`config.mk`:
```
export PLATFORM = sky130hd
export DESIGN_NAME = mef_status
export DESIGN_NICKNAME = d
export VERILOG_FILES = /design/src/rtl/mef_pkg.sv /design/src/rtl/mef_status.sv
export SDC_FILE = /design/constraint.sdc
export NUM_CORES = 1
export LEC_CHECK = 0
export BUFFER_PORTS_ARGS = -buffer_cell sky130_fd_sc_hd__buf_2
export CAP_MARGIN = 15
export CORE_ASPECT_RATIO = 1.75
export CORE_MARGIN = 10
export CORE_UTILIZATION = 60
export CTS_CLUSTER_SIZE = 25
export DETAILED_ROUTE_END_ITERATION = 12
export PLACE_DENSITY = 0.89
export RECOVER_POWER = 25
export SYNTH_ARGS = -nofsm -noshare
export SYNTH_HDL_FRONTEND = slang
export SYNTH_SLANG_ARGS = --single-unit
```
`constraint.sdc`:
```
create_clock -name hclk -period 5.2 [get_ports hclk]
set_input_delay 1.04 -clock hclk [delete_from_list [all_inputs] [get_ports hclk]]
set_output_delay 1.04 -clock hclk [all_outputs]
set_load 0.05 [all_outputs]
```
`src/rtl/mef_pkg.sv`:
```
package mef_pkg;

  // register indices; byte address is four times the index
  localparam logic [15:0] IDX_FLAGS_FIRST = 16'he502;
  localparam logic [15:0] IDX_FLAGS_SECOND = 16'he503;
  localparam logic [15:0] IDX_ENABLE_FIRST = 16'he50a;
  localparam logic [15:0] IDX_ENABLE_SECOND = 16'he50b;
  localparam logic [15:0] IDX_CLEAR_FIRST = 16'he520;
  localparam logic [15:0] IDX_CLEAR_SECOND = 16'he521;
  localparam logic [15:0] IDX_NOLOAD_PHASE = 16'he608;
  localparam logic [15:0] IDX_PULSE_MODE = 16'he610;
  localparam logic [15:0] IDX_POWER_SIGN = 16'he617;
  localparam logic [15:0] IDX_ACCUM_MODE = 16'he701;

  // first flag register bit positions
  localparam int FB_RCSIGN = 12;
  localparam int FB_SUM2 = 13;
  localparam int FB_PULSE1 = 14;
  localparam int FB_PULSE2 = 15;
  localparam int FB_PULSE3 = 16;
  localparam int FB_DONE = 17;
  localparam int FB_SUM3 = 18;
  localparam int FB_LO = 12;
  localparam int FB_HI = 18;
  // second flag register bit positions
  localparam int SB_TOTAL_NOLOAD_FLAG = 0;
  localparam int SB_FUNDAMENTAL_NOLOAD_FLAG = 1;
  localparam int SB_APPARENT_NOLOAD_FLAG = 2;
  localparam int SB_MVZC = 3;
  localparam int SB_MIZC = 6;
  localparam int SB_VZC = 9;
  localparam int SB_HI = 11;

  // pulse output mode fields
  localparam int PM_SEL1 = 0;
  localparam int PM_SEL2 = 3;
  localparam int PM_SEL3 = 6;
  localparam int PM_DIS1 = 9;
  localparam int PM_DIS2 = 10;
  localparam int PM_DIS3 = 11;
  localparam int PM_W = 12;
  localparam logic [PM_W-1:0] PM_RESET = 12'h000;
  // accumulation mode: reactive sign source select
  localparam int AM_RSEL = 7;
  localparam int AM_W = 8;
  // sign register positions
  localparam int SG_RC = 6;
  localparam int SG_SUM2 = 7;
  localparam int SG_SUM3 = 8;
  // noload phase register fields
  localparam int NP_TOT = 0;
  localparam int NP_FUND = 3;
  localparam int NP_APP = 6;

  localparam logic [31:0] WORD_ZERO = 32'h0000_0000;
  localparam logic [2:0] PIN_IDLE = 3'h7;
  localparam logic [1:0] HTRANS_NONSEQ = 2'h2;
  localparam logic [2:0] HSIZE_WORD = 3'h2;
  localparam logic HRESP_OKAY = 1'b0;

  // event sources from the measurement datapath
  typedef struct packed {
    logic rc_sign_total;
    logic rc_sign_fund;
    logic sum2_sign;
    logic sum3_sign;
    logic [2:0] pulse_raw;
    logic compute_cycle_done;
    logic [2:0] total_noload_phases;
    logic [2:0] fundamental_noload_phases;
    logic [2:0] apparent_noload_phases;
    logic [2:0] missing_vzc;
    logic [2:0] missing_izc;
    logic [2:0] volt_crossing;
  } mef_evt_type;

  // pulse output controls
  typedef struct packed {
    logic [2:0] pulse_pin;
    logic [2:0] pulse_one_power_select;
    logic [2:0] pulse_two_power_select;
    logic [2:0] pulse_three_power_select;
  } mef_pulse_type;

endpackage : mef_pkg

```
`src/rtl/mef_status.sv`:
```
// Decided for this implementation: the AHB-Lite interface to the registers.
`timescale 1ns/1ps
module mef_status
  import mef_pkg::*;
#(
  parameter bit HAS_REACTIVE = 1'b1,
  parameter bit HAS_FUNDAMENTAL = 1'b1
) (
  // clock and reset
  input wire logic hclk,
  input wire logic hresetn,
  // ahb-lite slave
  input wire logic hsel,
  input wire logic [31:0] haddr,
  input wire logic [1:0] htrans,
  input wire logic hwrite,
  input wire logic [2:0] hsize,
  input wire logic [31:0] hwdata,
  input wire logic hready,
  output logic hreadyout,
  output logic hresp,
  output logic [31:0] hrdata,
  // datapath events
  input wire mef_evt_type evt,
  // pulse outputs and interrupt
  output mef_pulse_type pulse,
  output logic irq
);

  function automatic logic [31:0] byte_addr(input logic [15:0] idx);
    byte_addr = {14'h0000, idx, 2'h0};
  endfunction : byte_addr

  function automatic logic [31:0] apply_flags(input logic [31:0] cur,
      input logic [31:0] set, input logic [31:0] clr);
    apply_flags = (cur & ~clr) | set;
  endfunction : apply_flags

  // edge helpers shared by the event decode
  function automatic logic changed(input logic prev, input logic now);
    changed = prev != now;
  endfunction : changed

  function automatic logic fell(input logic prev, input logic now);
    fell = prev && !now;
  endfunction : fell

  function automatic logic any_rise(input logic [2:0] now,
      input logic [2:0] prev);
    any_rise = |(now & ~prev);
  endfunction : any_rise

  function automatic logic reg_hit(input logic [31:0] addr,
      input logic [15:0] idx);
    reg_hit = addr == byte_addr(idx);
  endfunction : reg_hit

  logic [31:0] flags_first_ff;
  logic [31:0] flags_second_ff;
  logic [31:0] nxt_flags_first;
  logic [31:0] nxt_flags_second;
  logic [31:0] enable_first_ff;
  logic [31:0] enable_second_ff;
  logic [PM_W-1:0] pulse_mode_ff;
  logic [AM_W-1:0] accum_mode_ff;
  logic rc_sign_ff;
  logic sum2_sign_ff;
  logic sum3_sign_ff;
  logic [2:0] pulse_prev_ff;
  logic [2:0] tot_nl_ff;
  logic [2:0] fund_nl_ff;
  logic [2:0] app_nl_ff;
  logic wr_pend_ff;
  logic [31:0] wr_addr_ff;
  logic [31:0] set_first;
  logic [31:0] set_second;
  logic [31:0] clr_first;
  logic [31:0] clr_second;
  logic rc_sign_now;
  logic [2:0] fund_nl_now;
  logic [31:0] power_sign_word;
  logic [31:0] noload_word;
  logic addr_phase;
  logic wr_take;
  logic nxt_irq;
  logic hit_en_first;
  logic hit_en_second;
  logic hit_mode;
  logic hit_accum;
  logic hit_clr_first;
  logic hit_clr_second;
  logic [31:0] rd_word;

  assign hreadyout = 1'b1;
  assign hresp = HRESP_OKAY;
  assign addr_phase = hsel && hready && htrans == HTRANS_NONSEQ;
  // only whole-word writes are taken
  assign wr_take = addr_phase && hwrite && hsize == HSIZE_WORD;

  // write target decode in the data phase
  assign hit_en_first = wr_pend_ff && reg_hit(wr_addr_ff, IDX_ENABLE_FIRST);
  assign hit_en_second = wr_pend_ff && reg_hit(wr_addr_ff, IDX_ENABLE_SECOND);
  assign hit_mode = wr_pend_ff && reg_hit(wr_addr_ff, IDX_PULSE_MODE);
  assign hit_accum = wr_pend_ff && reg_hit(wr_addr_ff, IDX_ACCUM_MODE);
  assign hit_clr_first = wr_pend_ff && reg_hit(wr_addr_ff, IDX_CLEAR_FIRST);
  assign hit_clr_second = wr_pend_ff && reg_hit(wr_addr_ff, IDX_CLEAR_SECOND);

  // reactive sign source, variant gating
  assign rc_sign_now = HAS_REACTIVE && (accum_mode_ff[AM_RSEL] ?
      evt.rc_sign_fund : evt.rc_sign_total);
  assign fund_nl_now = HAS_FUNDAMENTAL ?
      evt.fundamental_noload_phases : 3'h0;

  // previous sign levels
  always_ff @(posedge hclk or negedge hresetn) begin
    if (!hresetn) begin
      rc_sign_ff <= 1'b0;
    end else begin
      rc_sign_ff <= rc_sign_now;
    end
  end

  always_ff @(posedge hclk or negedge hresetn) begin
    if (!hresetn) begin
      sum2_sign_ff <= 1'b0;
    end else begin
      sum2_sign_ff <= evt.sum2_sign;
    end
  end

  always_ff @(posedge hclk or negedge hresetn) begin
    if (!hresetn) begin
      sum3_sign_ff <= 1'b0;
    end else begin
      sum3_sign_ff <= evt.sum3_sign;
    end
  end

  // previous pulse levels, idle high
  always_ff @(posedge hclk or negedge hresetn) begin
    if (!hresetn) begin
      pulse_prev_ff <= PIN_IDLE;
    end else begin
      pulse_prev_ff <= evt.pulse_raw;
    end
  end

  // previous no-load phase sets
  always_ff @(posedge hclk or negedge hresetn) begin
    if (!hresetn) begin
      tot_nl_ff <= 3'h0;
    end else begin
      tot_nl_ff <= evt.total_noload_phases;
    end
  end

  always_ff @(posedge hclk or negedge hresetn) begin
    if (!hresetn) begin
      fund_nl_ff <= 3'h0;
    end else begin
      fund_nl_ff <= fund_nl_now;
    end
  end

  always_ff @(posedge hclk or negedge hresetn) begin
    if (!hresetn) begin
      app_nl_ff <= 3'h0;
    end else begin
      app_nl_ff <= evt.apparent_noload_phases;
    end
  end

  // event set vectors
  always_comb begin
    set_first = WORD_ZERO;
    set_first[FB_RCSIGN] = changed(rc_sign_ff, rc_sign_now);
    set_first[FB_SUM2] = changed(sum2_sign_ff, evt.sum2_sign);
    // raw pulse is sampled ahead of the disable gate
    set_first[FB_PULSE1] = fell(pulse_prev_ff[0], evt.pulse_raw[0]);
    set_first[FB_PULSE2] = fell(pulse_prev_ff[1], evt.pulse_raw[1]);
    set_first[FB_PULSE3] = fell(pulse_prev_ff[2], evt.pulse_raw[2]);
    set_first[FB_DONE] = evt.compute_cycle_done;
    set_first[FB_SUM3] = changed(sum3_sign_ff, evt.sum3_sign);
  end

  always_comb begin
    set_second = WORD_ZERO;
    set_second[SB_TOTAL_NOLOAD_FLAG] =
        any_rise(evt.total_noload_phases, tot_nl_ff);
    set_second[SB_FUNDAMENTAL_NOLOAD_FLAG] = any_rise(fund_nl_now, fund_nl_ff);
    set_second[SB_APPARENT_NOLOAD_FLAG] =
        any_rise(evt.apparent_noload_phases, app_nl_ff);
    set_second[SB_MVZC +: 3] = evt.missing_vzc;
    set_second[SB_MIZC +: 3] = evt.missing_izc;
    set_second[SB_VZC +: 3] = evt.volt_crossing;
  end

  // write data phase
  always_ff @(posedge hclk or negedge hresetn) begin
    if (!hresetn) begin
      wr_pend_ff <= 1'b0;
    end else begin
      wr_pend_ff <= wr_take;
    end
  end

  always_ff @(posedge hclk or negedge hresetn) begin
    if (!hresetn) begin
      wr_addr_ff <= WORD_ZERO;
    end else if (addr_phase) begin
      wr_addr_ff <= haddr;
    end
  end

  // write-one-to-clear strobes
  always_comb begin
    clr_first = WORD_ZERO;
    if (hit_clr_first) begin
      clr_first = hwdata;
    end
  end

  always_comb begin
    clr_second = WORD_ZERO;
    if (hit_clr_second) begin
      clr_second = hwdata;
    end
  end

  // sticky flags, set wins over clear
  assign nxt_flags_first = apply_flags(flags_first_ff, set_first,
      clr_first);
  assign nxt_flags_second = apply_flags(flags_second_ff, set_second,
      clr_second);

  always_ff @(posedge hclk or negedge hresetn) begin
    if (!hresetn) begin
      flags_first_ff <= WORD_ZERO;
    end else begin
      flags_first_ff <= nxt_flags_first;
    end
  end

  always_ff @(posedge hclk or negedge hresetn) begin
    if (!hresetn) begin
      flags_second_ff <= WORD_ZERO;
    end else begin
      flags_second_ff <= nxt_flags_second;
    end
  end

  // software-written control registers
  always_ff @(posedge hclk or negedge hresetn) begin
    if (!hresetn) begin
      enable_first_ff <= WORD_ZERO;
    end else if (hit_en_first) begin
      enable_first_ff <= hwdata;
    end
  end

  always_ff @(posedge hclk or negedge hresetn) begin
    if (!hresetn) begin
      enable_second_ff <= WORD_ZERO;
    end else if (hit_en_second) begin
      enable_second_ff <= hwdata;
    end
  end

  always_ff @(posedge hclk or negedge hresetn) begin
    if (!hresetn) begin
      pulse_mode_ff <= PM_RESET;
    end else if (hit_mode) begin
      pulse_mode_ff <= hwdata[PM_W-1:0];
    end
  end

  always_ff @(posedge hclk or negedge hresetn) begin
    if (!hresetn) begin
      accum_mode_ff <= '0;
    end else if (hit_accum) begin
      accum_mode_ff <= hwdata[AM_W-1:0];
    end
  end

  // interrupt level
  assign nxt_irq = |(nxt_flags_first & enable_first_ff) ||
      |(nxt_flags_second & enable_second_ff);

  always_ff @(posedge hclk or negedge hresetn) begin
    if (!hresetn) begin
      irq <= 1'b0;
    end else begin
      irq <= nxt_irq;
    end
  end

  // pulse pins idle high when disabled
  always_ff @(posedge hclk or negedge hresetn) begin
    if (!hresetn) begin
      pulse <= '{pulse_pin: PIN_IDLE, default: 3'h0};
    end else begin
      pulse.pulse_pin[0] <= evt.pulse_raw[0] | pulse_mode_ff[PM_DIS1];
      pulse.pulse_pin[1] <= evt.pulse_raw[1] | pulse_mode_ff[PM_DIS2];
      pulse.pulse_pin[2] <= evt.pulse_raw[2] | pulse_mode_ff[PM_DIS3];
      pulse.pulse_one_power_select <= pulse_mode_ff[PM_SEL1 +: 3];
      pulse.pulse_two_power_select <= pulse_mode_ff[PM_SEL2 +: 3];
      pulse.pulse_three_power_select <= pulse_mode_ff[PM_SEL3 +: 3];
    end
  end

  // readable state words
  always_comb begin
    power_sign_word = WORD_ZERO;
    power_sign_word[SG_RC] = rc_sign_ff;
    power_sign_word[SG_SUM2] = sum2_sign_ff;
    power_sign_word[SG_SUM3] = sum3_sign_ff;
  end

  always_comb begin
    noload_word = WORD_ZERO;
    noload_word[NP_TOT +: 3] = tot_nl_ff;
    noload_word[NP_FUND +: 3] = fund_nl_ff;
    noload_word[NP_APP +: 3] = app_nl_ff;
  end

  // read decode in address phase, data registered for data phase
  always_comb begin
    rd_word = WORD_ZERO;
    if (haddr == byte_addr(IDX_FLAGS_FIRST)) begin
      rd_word[FB_HI:FB_LO] = flags_first_ff[FB_HI:FB_LO];
    end else if (haddr == byte_addr(IDX_FLAGS_SECOND)) begin
      rd_word[SB_HI:0] = flags_second_ff[SB_HI:0];
    end else if (haddr == byte_addr(IDX_ENABLE_FIRST)) begin
      rd_word = enable_first_ff;
    end else if (haddr == byte_addr(IDX_ENABLE_SECOND)) begin
      rd_word = enable_second_ff;
    end else if (haddr == byte_addr(IDX_PULSE_MODE)) begin
      rd_word[PM_W-1:0] = pulse_mode_ff;
    end else if (haddr == byte_addr(IDX_ACCUM_MODE)) begin
      rd_word[AM_W-1:0] = accum_mode_ff;
    end else if (haddr == byte_addr(IDX_POWER_SIGN)) begin
      rd_word = power_sign_word;
    end else if (haddr == byte_addr(IDX_NOLOAD_PHASE)) begin
      rd_word = noload_word;
    end
  end

  always_ff @(posedge hclk or negedge hresetn) begin
    if (!hresetn) begin
      hrdata <= WORD_ZERO;
    end else if (addr_phase && !hwrite) begin
      hrdata <= rd_word;
    end
  end

endmodule : mef_status

```
==> impl_metrics.env, run 1 <==
export IMPL_status="finished, violations left"
export IMPL_violations="max-capacitance violations, max-slew violations"
export IMPL_grt_pass1_wl_mm=49.4
export IMPL_leakagePower_nw=5.79
export IMPL_syn_nets=1078
export IMPL_maxCapViolCount=2
export IMPL_cts_setup_buffers=0
export IMPL_tightestPinTransition_ns=2.36
export IMPL_worst_setup_path_type="reg -> reg"
export IMPL_first_pass_iters=6
export IMPL_row_count=64
export IMPL_place_gp_congestion=0.945
export IMPL_grt_pass1_vias=9089
export IMPL_start_util=0.613
export IMPL_core_sq_um=17600
export IMPL_fmax_mhz=265
export IMPL_antenna_left=0
export IMPL_die_h_um=197
export IMPL_min_period_over_period=0.725
export IMPL_syn_mean_instance_area_sq_um=11.0
export IMPL_final_min_clock_period_ns=3.77
export IMPL_clk_pin_slew_ns=0.06
export IMPL_drc=0
export IMPL_crit_fanout=14
export IMPL_worstSetupStartpointType="register"
export IMPL_insertion_delay_ns=0.52
export IMPL_mostFrequentLayoutCells="dfrtp_1 (235), buf_2 (132), nand2_1 (106)"
export IMPL_num_vias=8534
export IMPL_wl_mm=31.4
export IMPL_yosys_area_top_type="dfrtp_1"
export IMPL_yosysWarningCount=0
export IMPL_numPortBuffers=144
export IMPL_synthDominantCellAreaShare=0.545
export IMPL_cts_buffers=22
export IMPL_synthCells=978
export IMPL_antenna_found_initial=2
export IMPL_synth_area_leaders="dfrtp_1 (54%), mux2_2 (9.5%), nand2_1 (3.7%)"
export IMPL_crit_arrival_ns=4.14
export IMPL_fill_cells=1238
export IMPL_cts_tree="done"
export IMPL_cts_sinks=241
export IMPL_num_io_pins=147
export IMPL_ir_worst_vdd_mv=0.329
export IMPL_powerDensity_nw_per_um2=335
export IMPL_wl_per_cell_um=23.3
export IMPL_maxSlewViolCount=130
export IMPL_die_w_um=121
export IMPL_area_delta_synth_final_pct=15.1
export IMPL_finalClockSkew_ns=0.0197
export IMPL_syn_area_sq_um=10800
export IMPL_h_tree_depth=1
export IMPL_ys_async_sr_fraction=1.00
export IMPL_grt_total_usage=0.260
export IMPL_seqCellArea_sq_um=6040
export IMPL_grt_start_max_net_pins=96
export IMPL_drt_first_iter_violations=832
export IMPL_dieArea_sq_um=24000
export IMPL_final_common_cell="dfrtp_1"
export IMPL_yosysUniqueCellTypes=63
export IMPL_overflow=0
export IMPL_synth_edf_count=0
export IMPL_setup_viol=0
export IMPL_hold_path_class="reg -> reg"
export IMPL_ctsRootBufferMaster="clkbuf_16"
export IMPL_fin_nets=1199
export IMPL_end_kind="register"
export IMPL_fin_util=0.705
export IMPL_finalHoldViolCount=0
export IMPL_slew_limit_headroom=-0.575
export IMPL_dpl_cell_area_sq_um=11700
export IMPL_cts_resized=0
export IMPL_yosys_register_bits=241
export IMPL_tns_ns=0
export IMPL_vias_per_cell=6.33
export IMPL_design_area_sq_um=12400
export IMPL_worstPathRequired_ns=5.57
export IMPL_hold_buffers=0
export IMPL_drive_above_1_share=0.259
export IMPL_rsz0062_at_grt="false"
export IMPL_cts_path_max_buffers=3
export IMPL_multi_input_area_sq_um=4320
export IMPL_dp_hpwl_mm=22.1
export IMPL_synth_flop_cell="dfrtp_1"
export IMPL_seq_area_frac_synth=0.559
==> metrics by stage <==
stage	power [mW]	hold WS [ns]	setup slack [ns]	std cells
4_1_cts	4.15	0.404	1.51	1345
5_1_grt	4.27	0.418	1.20	1348
2_1_floorplan	2.29	0.369	2.25	978
6_report	4.16	0.400	1.43	1348
3_3_place_gp	2.46	0.380	1.70	1305
3_5_place_dp	2.48	0.390	1.53	1305
==> flip-flops by register name, indices dropped and copies added (netlist names), 3 cells and up <==
name,cells
enable_first_ff,32
enable_second_ff,32
flags_first_ff,32
flags_second_ff,32
hrdata,32
wr_addr_ff,32
pulse,12
pulse_mode_ff,12
accum_mode_ff,8
app_nl_ff,3
fund_nl_ff,3
pulse_prev_ff,3
tot_nl_ff,3
==> final timing paths <==
path	to	from	slack, ns	cells after the start
worst max-delay path	irq	wr_addr_ff[7]	1.43	7
worst min-delay path	pulse[2]	pulse_mode_ff[8]	0.40	0
worst max register to register	irq	wr_addr_ff[7]	1.43	7
worst min register to register	pulse[2]	pulse_mode_ff[8]	0.40	0
max in group asynchronous	hrdata[17]	hresetn	2.17	2
min in group asynchronous	wr_addr_ff[0]	hresetn	1.21	1
==> layer usage <==
| metal | up-vias | share of wire | GRT usage |
|---|---|---|---|
| li1 | 3754 | - | - |
| met1 | 4250 | 0.34 | 0.286 |
| met2 | 408 | 0.53 | 0.457 |
| met3 | 122 | 0.063 | 0.0418 |
| met4 | 0 | 0.063 | 0.157 |
| met5 | - | 0 | 0 |
==> worst max-delay path, cell delays in order (launching register included) <==
cell       delay [ns]
dfrtp_1          0.57
nor2b_1          0.68
nand4_2          0.37
or3_1            0.64
o211a_1          0.29
a2111oi_0        0.45
nand4_1          0.19
or3_1            0.43
==> power breakdown <==
| group | internal, mW | switching (mW) |
|---|---|---|
| logic | 0.142 | 0.264 |
| registers | 1.97 | 0.0745 |
| clock network | 0.989 | 0.720 |
| total | 3.10 | 1.06 |
==> synthesized netlist by cell type (16+ instances only) <==
cell type and instances:
dfrtp_1 235, nand2_1 106, mux2_2 91, inv_1 57, o21ai_0 55, clkbuf_1 41, nor2_1 33, mux2i_1 26
a21oi_1 23, nor4_1 23, nor2b_1 20, o31ai_1 19, o21a_1 17, nand4_1 16
==> cells by family after synthesis <==
group | after synthesis | share of synthesized area
simple gates | 281 | 0.138
flops | 241 | 0.559
compound gates | 221 | 0.140
mux | 117 | 0.119
buf+inv | 113 | 0.0408
xor+xnor | 3 | 0.00243
other cells | 2 | 0.000696
==> layout make-up <==
cell class,count,area share
Antenna cell,2,0.000403
Clock buffer,29,0.0497
Clock inverter,11,0.0114
Inverter,57,0.0172
Multi-Input combinational cell,624,0.348
Sequential cell,241,0.486
Tap cell,231,0.0233
Timing Repair Buffer,153,0.0641
(Power assumes the default switching activity.)
==> run 2: changes to the inputs <==
Settings changed: ABC_AREA set to 1, CORE_UTILIZATION 60 to 52, PLACE_DENSITY 0.89 to 0.82.
Clock period 5.2 ns to 3.36 ns, I/O delays scaled along.
==> run 2 against run 1 <==
Setup slack worse by 0.55 ns. The flow still finishes with violations (max-capacitance violations, max-slew violations). Combinational power is 15% higher. Count of clock-buffer cells in the layout is 5 higher. Clock power is 43% higher. Largest power group unchanged. Highest routed layer unchanged. Critical path depth is 6 higher. Clock skew is 0.011 ns lower. Global-route usage is 3.3 points lower. Non-clock buffer count is 9 higher.
==> impl_metrics.env, run 2 <==
export IMPL_final_min_clock_period_ns=2.48
export IMPL_leakagePower_nw=6.82
export IMPL_syn_nets=1398
export IMPL_seq_area_frac_synth=0.562
export IMPL_cts_buffers=23
export IMPL_row_count=69
export IMPL_rsz0062_at_grt="false"
export IMPL_violations="max-capacitance violations, max-slew violations"
export IMPL_crit_arrival_ns=2.84
export IMPL_synth_area_mux_share=0.00105
export IMPL_num_io_pins=147
export IMPL_synth_fa_ha_area_frac=0
export IMPL_synth_simple_area_share=0.267
export IMPL_cp_buffers_inverters=2
export IMPL_ys_async_sr_fraction=1.00
export IMPL_path_cells="inv_1, nand2_1, nor2_1, nand3_1, nor2_2, buf_4, nand2_1, o21ai_0, nor2_1, nor2_1, nand3_1, nor2_1, nand3_1"
export IMPL_setup_viol=0
export IMPL_cts_tree="done"
export IMPL_synth_compound_area_frac=0.0913
export IMPL_slowest_delay_ns=0.39
export IMPL_synthCells=1298
export IMPL_grt_pass1_wl_mm=49.8
export IMPL_path_delay_family="simple AND/OR/NAND/NOR gates"
export IMPL_yosys_area_top_type="dfrtp_1"
export IMPL_maxSlewViolCount=78
export IMPL_fill_cells=1741
export IMPL_synth_edf_count=0
export IMPL_min_period_over_period=0.738
export IMPL_worst_setup_path_type="reg -> reg"
export IMPL_grt_pass1_vias=9825
export IMPL_core_sq_um=20300
export IMPL_powerDensity_nw_per_um2=482
export IMPL_drc=0
export IMPL_synth_flop_cell="dfrtp_1"
export IMPL_place_gp_congestion=0.918
export IMPL_yosys_register_bits=241
export IMPL_synth_xor_area_share=0.00245
export IMPL_fmax_mhz=403
export IMPL_area_delta_synth_final_pct=15.6
export IMPL_maxCapViolCount=1
export IMPL_yosysWarningCount=0
export IMPL_drive_above_1_share=0.144
export IMPL_final_common_cell="nand2_1"
export IMPL_yosysMostFrequentCell="nand2_1"
export IMPL_h_tree_depth=1
export IMPL_synthTopCellsByCount="nand2_1 (407), dfrtp_1 (235), inv_1 (161)"
export IMPL_tightestPinTransition_ns=1.85
export IMPL_synth_top_family_by_area="simple AND/OR/NAND/NOR gates"
export IMPL_clk_pin_slew_ns=0.07
export IMPL_num_vias=9305
export IMPL_ctsRootBufferMaster="clkbuf_16"
export IMPL_cpMostUsedCell="nor2_1"
export IMPL_tns_ns=0
export IMPL_ir_worst_vdd_mv=0.510
export IMPL_crit_fanout=31
export IMPL_cts_path_max_buffers=3
export IMPL_grt_start_max_net_pins=85
export IMPL_end_kind="register"
export IMPL_dp_hpwl_mm=22.1
export IMPL_fin_nets=1540
export IMPL_start_util=0.529
export IMPL_antenna_found_initial=3
export IMPL_crit_slowest_cell="buf_4"
export IMPL_mostFrequentLayoutCells="nand2_1 (407), dfrtp_1 (235), inv_1 (161)"
export IMPL_synthDominantCellAreaShare=0.548
export IMPL_cts_setup_buffers=0
export IMPL_dieArea_sq_um=27000
export IMPL_hold_buffers=0
export IMPL_hold_path_class="in -> async"
export IMPL_die_w_um=129
export IMPL_insertion_delay_ns=0.51
export IMPL_vias_per_cell=5.46
export IMPL_overflow=0
export IMPL_drt_first_iter_violations=692
export IMPL_status="finished, violations left"
export IMPL_syn_mean_instance_area_sq_um=8.27
export IMPL_antenna_left=0
export IMPL_syn_area_sq_um=10700
export IMPL_finalClockSkew_ns=0.00906
export IMPL_cts_sinks=241
export IMPL_grt_total_usage=0.227
export IMPL_dpl_cell_area_sq_um=11700
export IMPL_wl_mm=30.5
export IMPL_first_pass_iters=5
export IMPL_synth_area_leaders="dfrtp_1 (55%), nand2_1 (14%), nand3_1 (6.7%)"
export IMPL_numPortBuffers=144
export IMPL_cts_resized=0
export IMPL_worstPathRequired_ns=3.72
export IMPL_wl_per_cell_um=17.9
export IMPL_yosysUniqueCellTypes=36
export IMPL_worstSetupStartpointType="register"
export IMPL_die_h_um=210
export IMPL_design_area_sq_um=12400
export IMPL_finalHoldViolCount=0
export IMPL_slew_limit_headroom=-0.230
## run 2: cell count changes in the layout (fill, tap and decap cells not counted), sizes merged, moves of 17 or more
cell / previous run / this run
nand2: 106 / 409
nand3: 13 / 143
inv: 57 / 161
mux2: 91 / 1
o21ai: 55 / 120
nor2: 33 / 69
mux2i: 26 / 0
nor2b: 20 / 0
o31ai: 19 / 0
nor4: 24 / 7
o21a: 17 / 0
## run 2: layout make-up
| class | instances | area, sq um | share of cell area |
|---|---|---|---|
| Antenna cell | 3 | 7.51 | 0.000605 |
| Clock buffer | 34 | 637 | 0.0513 |
| Clock inverter | 5 | 52.6 | 0.00423 |
| Inverter | 161 | 604 | 0.0487 |
| Multi-Input combinational cell | 851 | 3900 | 0.314 |
| Sequential cell | 241 | 6040 | 0.486 |
| Tap cell | 248 | 310 | 0.0250 |
| Timing Repair Buffer | 162 | 862 | 0.0694 |
## run 2: metal layers
metal  wire length (um)  GRT usage  up-vias  part of all wire
met4               1640      0.139        0             0.054
met2              15900      0.393      356              0.52
met5                  0          0        -                 0
met3               2150     0.0450       98             0.070
li1                   -          -     4422                 -
met1              10800      0.249     4429              0.36
## run 2: kinds of logic after synthesis
group | count (synthesis)
DFF | 241
muxes | 1
buffers and inverters | 206
AOI/OAI and AO/OA | 179
other | 2
xor gates and xnor gates | 3
and+or+nand+nor | 666
## run 2: power by group
group / switching, mW / internal [mW] / total (mW)
logic: 0.333 / 0.132 / 0.465
clock network: 1.07 / 1.38 / 2.45
registers: 0.0593 / 3.01 / 3.07
total: 1.46 / 4.52 / 5.98
## run 2: final timing paths
path / cells past startpoint / startpoint / slack [ns] / to
min: 1 / hresetn / 0.07 / hrdata[10]
min reg2reg: 0 / pulse_mode_ff[5] / 0.42 / pulse[5]
max: 13 / wr_addr_ff[14] / 0.88 / irq
max reg2reg: 13 / wr_addr_ff[14] / 0.88 / irq
min in group hclk: 1 / evt[21] / 0.26 / pulse_prev_ff[2]
max in group asynchronous: 2 / hresetn / 1.18 / flags_second_ff[29]
## run 2: worst reg2reg max path: cells and delay by family, from the launching register on
family / cells / cell delay (ns)
and+or+nand+nor: 10 / 1.29
buffers and inverters: 2 / 0.46
DFF: 1 / 0.36
AOI/OAI and AO/OA: 1 / 0.25
## run 2: through the flow
step	hold slack (ns)	setup WS [ns]	utilization	total power, mW	instances
after floorplan	0.374	1.20	-	3.35	1298
final	0.0652	0.879	0.612	5.98	1705
after CTS	0.0852	0.893	0.613	6.01	1702
after global routing	0.0840	0.651	0.612	6.21	1705
after detailed placement	0.395	0.570	0.579	3.59	1663
after global placement	0.387	0.609	0.579	3.57	1663
